### config.mk
export PLATFORM = sky130hd
export DESIGN_NAME = key_matrix_scan_debounce
export DESIGN_NICKNAME = d
export VERILOG_FILES = /design/src/logic/kms_pkg.sv /design/src/logic/key_matrix_scan_debounce.sv
export VERILOG_INCLUDE_DIRS = /design/src /design/src/logic
export SDC_FILE = /design/constraint.sdc
export NUM_CORES = 1
export LEC_CHECK = 0
export BUFFER_PORTS_ARGS = -buffer_cell sky130_fd_sc_hd__buf_2
export CORE_MARGIN = 2
export CORE_UTILIZATION = 48
export CTS_BUF_LIST = sky130_fd_sc_hd__clkbuf_8
export CTS_CLUSTER_SIZE = 10
export DETAILED_ROUTE_END_ITERATION = 12
export PLACE_DENSITY = 0.65
export REMOVE_ABC_BUFFERS = 1
export SLEW_MARGIN = 5
export SYNTH_ARGS = -nofsm -noshare
export SYNTH_HDL_FRONTEND = slang
export SYNTH_SLANG_ARGS = --single-unit
### constraint.sdc
create_clock -name I_CORE_CLK -period 2.32 [get_ports I_CORE_CLK]
set_clock_uncertainty 0.15 [all_clocks]
set_input_delay 0.58 -clock I_CORE_CLK [delete_from_list [all_inputs] [get_ports I_CORE_CLK]]
set_output_delay 0.58 -clock I_CORE_CLK [all_outputs]
set_load 0.02 [all_outputs]
### src/logic/kms_defs.svh
// Constants for the key matrix scanner with debounce
`ifndef KMS_DEFS_SVH
`define KMS_DEFS_SVH
`define KMS_ROWS          4
`define KMS_COLS          4
`define KMS_LED_W         5
`define KMS_CLK_MHZ       125
`define KMS_TICK_MS       30
`define KMS_TICK_CYCLES   (`KMS_TICK_MS * 1000 * `KMS_CLK_MHZ)
`define KMS_LED_OFF       5'h00
`define KMS_LED_ALL       5'h1F
`endif

### src/logic/kms_pkg.sv
// Types for the key matrix scanner with debounce
`default_nettype none
package kms_pkg;
  typedef enum logic [1:0] {
    ST_WAIT,
    ST_SCAN,
    ST_JUDGE,
    ST_HOLD
  } state_e;

  typedef struct packed {
    logic       hit;
    logic       multi;
    logic [4:0] key;
  } scan_res_s;
endpackage : kms_pkg
`default_nettype wire

### src/logic/key_matrix_scan_debounce.sv
// Key matrix scanner with two-sample debounce and LED key display
`include "kms_defs.svh"
`default_nettype none
module key_matrix_scan_debounce
  import kms_pkg::*;
#(
  parameter int ROWS        = `KMS_ROWS,
  parameter int COLS        = `KMS_COLS,
  parameter int TICK_CYCLES = `KMS_TICK_CYCLES
) (
  input  wire logic            I_CORE_CLK,
  input  wire logic            I_RST_N,
  input  wire logic [COLS-1:0] I_RETURN,
  output logic      [ROWS-1:0] O_SCAN,
  output logic [`KMS_LED_W-1:0] O_LED,
  output logic                 O_KEY_PRESS_EVENT,
  output logic                 O_SCAN_INTERVAL_TICK
);
  localparam int IDX_W = (ROWS > 1) ? $clog2(ROWS) : 1;
  localparam logic [ROWS-1:0] ALL_LINES = '1;

  // Key numbers must leave the all-ones code free for several keys
  if (ROWS < 1 || COLS < 1 || ROWS * COLS > 2 ** `KMS_LED_W - 2) begin : g_size
    $error("Matrix size does not fit the LED code");
  end
  if (TICK_CYCLES < 2) begin : g_tick
    $error("TICK_CYCLES too small");
  end

  function automatic int first_set(input logic [COLS-1:0] v);
    int r;
    r = 0;
    for (int i = COLS - 1; i >= 0; i--) begin
      if (v[i]) begin
        r = i;
      end
    end
    return r;
  endfunction : first_set

  state_e               state_q;
  logic [IDX_W-1:0]     idx_q;
  logic [ROWS-1:0]      scan_q;
  scan_res_s            acc_q;
  scan_res_s            prev_q;
  logic                 prev_ok_q;
  logic [`KMS_LED_W-1:0] led_q;
  logic                 event_q;
  logic [31:0]          tick_cnt_q;
  logic                 tick_q;
  logic                 agree;
  logic                 last_line;

  assign O_SCAN               = scan_q;
  assign O_LED                = led_q;
  assign O_KEY_PRESS_EVENT    = event_q;
  assign O_SCAN_INTERVAL_TICK = tick_q;
  assign agree     = prev_ok_q && (acc_q == prev_q);
  assign last_line = (idx_q == IDX_W'(ROWS - 1));

  // ---------------------------------------------------------------
  // Interval timer
  // ---------------------------------------------------------------
  // Free running from reset; events do not restart it, every gap is TICK_CYCLES
  always_ff @(posedge I_CORE_CLK or negedge I_RST_N) begin
    if (!I_RST_N) begin
      tick_cnt_q <= 32'h0000_0000;
      tick_q     <= 1'b0;
    end else if (tick_cnt_q == 32'(TICK_CYCLES - 1)) begin
      tick_cnt_q <= 32'h0000_0000;
      tick_q     <= 1'b1;
    end else begin
      tick_cnt_q <= tick_cnt_q + 32'h0000_0001;
      tick_q     <= 1'b0;
    end
  end

  // ---------------------------------------------------------------
  // Key-press event
  // ---------------------------------------------------------------
  always_ff @(posedge I_CORE_CLK or negedge I_RST_N) begin
    if (!I_RST_N) begin
      event_q <= 1'b0;
    end else begin
      event_q <= (state_q == ST_WAIT) && (|I_RETURN) && !event_q;
    end
  end

  // ---------------------------------------------------------------
  // Sequencer and scan lines
  // ---------------------------------------------------------------
  always_ff @(posedge I_CORE_CLK or negedge I_RST_N) begin
    if (!I_RST_N) begin
      state_q <= ST_WAIT;
      scan_q  <= ALL_LINES;
      idx_q   <= '0;
    end else begin
      unique case (state_q)
        ST_WAIT: begin
          scan_q <= ALL_LINES;
          if (event_q) begin
            state_q <= ST_SCAN;
            idx_q   <= '0;
            scan_q  <= ROWS'(1);
          end
        end
        ST_SCAN: begin
          if (last_line) begin
            state_q <= ST_JUDGE;
            scan_q  <= '0;
          end else begin
            idx_q  <= idx_q + IDX_W'(1);
            scan_q <= scan_q << 1;
          end
        end
        ST_JUDGE: begin
          if (agree && !acc_q.hit) begin
            state_q <= ST_WAIT;
            scan_q  <= ALL_LINES;
          end else begin
            state_q <= ST_HOLD;
          end
        end
        ST_HOLD: begin
          if (tick_q) begin
            state_q <= ST_SCAN;
            idx_q   <= '0;
            scan_q  <= ROWS'(1);
          end
        end
      endcase
    end
  end

  // ---------------------------------------------------------------
  // Scan result and previous detection
  // ---------------------------------------------------------------
  always_ff @(posedge I_CORE_CLK or negedge I_RST_N) begin
    if (!I_RST_N) begin
      acc_q     <= '0;
      prev_q    <= '0;
      prev_ok_q <= 1'b0;
    end else begin
      if ((state_q == ST_WAIT && event_q) ||
          (state_q == ST_HOLD && tick_q)) begin
        acc_q <= '0;
      end else if (state_q == ST_SCAN && |I_RETURN) begin
        acc_q.hit <= 1'b1;
        // Second hit anywhere, or two returns on one line, means several
        acc_q.multi <= acc_q.hit || !$onehot(I_RETURN);
        acc_q.key <= `KMS_LED_W'(int'(idx_q) * COLS
                     + first_set(I_RETURN) + 1);
      end
      if (state_q == ST_JUDGE) begin
        prev_q    <= acc_q;
        prev_ok_q <= !(agree && !acc_q.hit);
      end else if (state_q == ST_WAIT) begin
        prev_ok_q <= 1'b0;
      end
    end
  end

  // ---------------------------------------------------------------
  // LED display
  // ---------------------------------------------------------------
  // Led bit 0 is the first output line, bit 4 the last
  always_ff @(posedge I_CORE_CLK or negedge I_RST_N) begin
    if (!I_RST_N) begin
      led_q <= `KMS_LED_OFF;
    end else if (state_q == ST_JUDGE && agree) begin
      if (!acc_q.hit) begin
        led_q <= `KMS_LED_OFF;
      end else if (acc_q.multi) begin
        led_q <= `KMS_LED_ALL;
      end else begin
        led_q <= acc_q.key;
      end
    end
  end

  // ---------------------------------------------------------------
  // Checks
  // ---------------------------------------------------------------
  logic [31:0] gap_q;
  logic        seen_q;
  always_ff @(posedge I_CORE_CLK or negedge I_RST_N) begin
    if (!I_RST_N) begin
      gap_q  <= 32'h0000_0000;
      seen_q <= 1'b0;
    end else if (tick_q) begin
      gap_q  <= 32'h0000_0001;
      seen_q <= 1'b1;
    end else begin
      gap_q <= gap_q + 32'h0000_0001;
    end
  end
endmodule : key_matrix_scan_debounce
`default_nettype wire

; Word level (Yosys, flattened, before mapping)
; Cells that the tools add are included.
[classes]
add_sub_neg = 7
n_mul = 0
div_mod_pow = 0
magnitude_cmp = 0
n_eq_ne = 12
n_shift = 0
muxes = 28
bitwise = 0
reduce_logical = 22
[op_table]
columns = op, count
row1 = 32-bit by 1-bit adder with 32-bit output (second input constant), 1
row2 = 32-bit by 22-bit equality test with 1-bit output (second input constant), 1
row3 = 32-bit two-way mux, 1
row4 = 5-bit two-way mux, 6
row5 = 2-bit two-way mux, 9
row6 = 4-bit two-way mux, 4
row7 = 4-bit case mux with 4 select lines, 1
row8 = 7-bit two-way mux, 2
row9 = 2-bit inequality test (second input constant), 5
row10 = 1-bit logical AND, 8
row11 = 2-bit case mux with 4 select lines, 1
row12 = 7-bit equality test, 1
row13 = 2-bit equality test (second input constant), 3
row14 = 2-bit case mux with 3 select lines, 1
row15 = 5-bit by 2-bit adder with 5-bit output (second input constant), 1
row16 = 5-bit adder, 1
row17 = 1-bit by 1-bit adder with 2-bit output, 2
row18 = 1-bit zero test, 4
row19 = 4-bit AND reduction, 1
row20 = 2-bit nonzero test, 2
row21 = 4-bit OR reduction, 1
row22 = 2-bit by 2-bit adder with 3-bit output, 1
row23 = 3-bit by 1-bit equality test with 1-bit output (second input constant), 1
row24 = 1-bit two-way mux, 3
row25 = 7 further kinds, 8
[totals]
reg_bits = 62
latchBits = 0
ramBits = 0
romBits = 0
output_inout_bits = 11
elab_cells = 83
n_memories = 0

; Longest topological paths before layout
[logic_depth]
ltp_word = 10
depth_mapped = 7
ltp_nobuf = 7

; Least setup slack after synthesis
; OpenSTA, ideal clock, no wires.
[synth_path]
path_type = input -> register
startpoint = in I_RETURN[0]
endpoint = reg acc_q[5] in the netlist's numbering
arrival_ps = 1980
t_required_ps = 2028
slack_ps = 48
cell_stages = 7
path_buffers = 0
path_cell_list = inv_1 > fa_1 > inv_1 > ha_1 > ha_1 > nor4b_1 > a211oi_1
[synth_between]
elab_chain_cells = 7
[synth_lines]
columns = item, line
row1 = start: declaration, key_matrix_scan_debounce.sv:13  ; input wire logic [COLS-1:0] I_RETURN,
row2 = 1-bit by 1-bit adder with 2-bit output (implied by the code), key_matrix_scan_debounce.sv:150  ; acc_q.multi <= acc_q.hit || !$onehot(I_RETURN);
row3 = 2-bit by 2-bit adder with 3-bit output (implied by the code), key_matrix_scan_debounce.sv:150
row4 = 3-bit by 1-bit equality test with 1-bit output, key_matrix_scan_debounce.sv:150
row5 = 1-bit zero test, key_matrix_scan_debounce.sv:150
row6 = 1-bit logical OR, key_matrix_scan_debounce.sv:150
row7 = 7-bit two-way mux, key_matrix_scan_debounce.sv:147  ; end else if (state_q == ST_SCAN && |I_RETURN) begin
row8 = 7-bit two-way mux, key_matrix_scan_debounce.sv:144  ; if ((state_q == ST_WAIT && event_q) ||
row9 = end: declaration, key_matrix_scan_debounce.sv:44  ; scan_res_s acc_q;
; Parallel ways exist; a longest one is shown, timed or not. The select of a mux whose other input is x is not followed.
; A chain may end at the register's enable or synchronous reset.

; Worst setup path after layout
[layout_path]
startpoint = reg tick_cnt_q[28]
endpoint = reg tick_cnt_q[19]
[layout_between]
elab_chain_cells = 2
[layout_lines]
columns = item, line
row1 = start: declaration, key_matrix_scan_debounce.sv:49  ; logic [31:0] tick_cnt_q;
row2 = start signal: assignment, key_matrix_scan_debounce.sv:73  ; tick_cnt_q <= tick_cnt_q + 32'h0000_0001;
row3 = 32-bit by 22-bit equality test with 1-bit output, key_matrix_scan_debounce.sv:69  ; end else if (tick_cnt_q == 32'(TICK_CYCLES - 1)) begin
row4 = 32-bit two-way mux, key_matrix_scan_debounce.sv:69
; Every way passes these cells.

==> results.txt <==
period utilization = 92.4%
R2R Setup Slk = 180 ps
worst r2r dst = tick_cnt_q[19]
final-report max-slew violation count = 0
largest family of logic cells by synthesized area = simple AND/OR/NAND/NOR gates
synthesis-to-finish area growth = 14.3%
Layout Nets = 340
Placeable Area = 6280 um2
hpwl dp = 3.90 mm
P per Cell Area = 974 nW/um2
Adder-Cell Fraction of Synth Area = 5.10%
Initial DRC Count = 56
CTS root buffer = clkbuf_8
max cap viols = 0
max layer used = met4
pin count of the biggest net entering global routing = 41
min Tclk post-route = 2140 ps
critical path class = register to register
status = completed
Main synth FF type = dfrtp_1
Worst Setup SP = tick_cnt_q[28]
met3 wire len = 168 um
commonest non-fill, non-tap cell in the layout = dfrtp_1
simple-gate area share of the yosys netlist = 19.7%
final setup margin = 175 ps
Die Ht = 84.3 um
Chip Width = 84.3 um
Remaining Overflow, GRT = 0
Post-CTS Setup Bufs = 0
clk_lat worst skew = 340 ps
measured slew at the worst slew-check pin = 546 ps
DRT met1 WL = 2.53 mm
vias in the first global route = 2267
Critical Path Sink = tick_cnt_q[19]
Max IR drop VDD = 610 uV
die area = 7100 um2
pre-CTS worst setup slack = -87.7 ps
total CTS buffers = 9
Synth Cell Area = 3090 um2
CP Launch Type = register
Fmax = 466 MHz
global-route wire length before repair = 10.1 mm
Seq/Total Area, Yosys = 50.3%
CTS Buffer Depth = 2
IO Pins = 17
Yosys cell types = 39
Fin. Hold Viols = 0
reg2reg path depth = 5
most frequent cells in the layout = 58 x dfrtp_1, 31 x nor2_1, 24 x xnor2_1
Async S/R FF share, synth = 100%
multi-input logic area = 1460 um2
detailed-route DRC error count = 0
floorplan row count = 29
Hold/Removal Path Class = input pin to async pin
RR Startpoint = tick_cnt_q[28]
initial antenna violation count = 0
Port-buffer cells = 16
post-synthesis compound-gate area fraction = 5.38%
Register Area = 1560 um2
Initial Util = 49.3%
final wirelength = 5.44 mm
synthesized flop and latch total = 62
# fillers = 568
multiplexer area fraction after synthesis = 5.91%
wire length on met2 = 2.66 mm
RSZ-0062 raised after global routing = no
Routed Antenna Nets = 0
endpoints failing setup = 0
CTS resizes = 0
EDFF count, synth = 0
hold buffers post-CTS = 0
WP data required = 2390 ps
Mapped Cells = 289
gpl congestion = 0.775
Worst Path Arrival = 2210 ps
CTS tree = built
DR pass1 iterations = 6
worst-path fanout max = 7
Via Count = 2103
Post-Synth XOR/XNOR Area = 11.0%
global-route total usage across every layer = 17.7%
per-cell routed wire length = 13.5 um
share of layout cells above drive strength 1 = 19.0%
clk slew on worst S/H paths = 80 ps
Synth warnings = 0
WHS = 63.4 ps
mean area per synthesized cell = 10.7 um2
Sink Count = 62
slew margin rel. = 63.6%
diodes inserted = 0
Vias/cell = 5.21
static leakage = 0.00170 uW
H-tree lvl count = 3
Worst setup EP type = register
==> how the worst min path moves through the flow <==
stage,startpoint,endpoint,slack (ps)
2_1_floorplan,I_RST_N,O_KEY_PRESS_EVENT,130
3_3_place_gp,tick_cnt_q[31],tick_cnt_q[31],310
3_5_place_dp,O_SCAN[0],O_SCAN[0],320
4_1_cts,I_RST_N,O_LED[0],80
5_1_grt,I_RST_N,O_LED[0],100
6_report,I_RST_N,O_LED[1],60
==> cell families (layout without fill, tap and decap cells) <==
| group | count (synthesis) | in the layout |
|---|---|---|
| and+or+nand+nor | 114 | 114 |
| DFF | 62 | 62 |
| xor gates and xnor gates | 39 | 39 |
| AOI/OAI and AO/OA | 25 | 25 |
| buffers and inverters | 20 | 58 |
| muxes | 17 | 17 |
| adders and majority gates | 12 | 12 |
==> synth_stat cells, drive strengths merged (4+ instances only) <==
| cell type | n | share of area, % |
|---|---|---|
| dfrtp | 58 | 47 |
| nor2 | 32 | 4.1 |
| xnor2 | 24 | 6.8 |
| nand2 | 23 | 2.8 |
| nand3 | 19 | 3.2 |
| inv | 17 | 2.1 |
| xor2 | 15 | 4.2 |
| ha | 11 | 4.5 |
| mux2 | 10 | 3.6 |
| nand4 | 8 | 1.6 |
| o21ai | 8 | 1.3 |
| mux2i | 7 | 2.3 |
| a21oi | 6 | 0.97 |
| nor4 | 6 | 2.2 |
| and3 | 5 | 1.0 |
| a211oi | 4 | 0.97 |
| and2 | 4 | 0.81 |
| dfstp | 4 | 3.4 |
| nand2b | 4 | 0.81 |
| nor3 | 4 | 0.81 |
==> worst max-delay path, stage by stage (launching register included) <==
cell     delay (ps)
dfrtp_1         430
nor4_1          350
nand4_1         210
or4_1           610
nor2_4          200
nor2_1           80
==> metal layers <==
layer / GRT usage (%) / up-vias
met5: 0 / -
met4: 5.72 / 0
met3: 5.41 / 8
met2: 30.1 / 24
met1: 21.4 / 1019
li1: - / 1052
==> stage by stage <==
step / total power, uW / area, um2 / utilization [%] / setup TNS [ps] / cells
after floorplan: 2220 / 3080 / - / 0 / 286
after global placement: 2500 / 3340 / 53.1 / -77.9 / 388
after detailed placement: 2530 / 3340 / 53.1 / -87.7 / 388
after CTS: 3490 / 3530 / 56.3 / 0 / 404
after global routing: 3690 / 3530 / 56.3 / 0 / 404
final: 3440 / 3530 / 56.3 / 0 / 404
==> layout make-up <==
class	count	share of cell area, %
Clock inverter	7	2.12
Multi-Input combinational cell	207	41.3
Timing Repair Buffer	25	4.53
Tap cell	77	2.73
Inverter	17	1.81
Sequential cell	62	44.0
Clock buffer	9	3.50
==> registers in the layout (all words and copies together), names as in the netlist <==
name and cells:
tick_cnt_q 32, acc_q 7, prev_q 7, O_LED 5
O_SCAN 4, idx_q 2, state_q 2, O_KEY_PRESS_EVENT 1
O_SCAN_INTERVAL_TICK 1, prev_ok_q 1
==> power by group <==
group	internal (uW)	switching, uW
sequential	1290	159
clock	496	436
combinational	482	575
No activity file was read; power rests on OpenSTA's default activity.
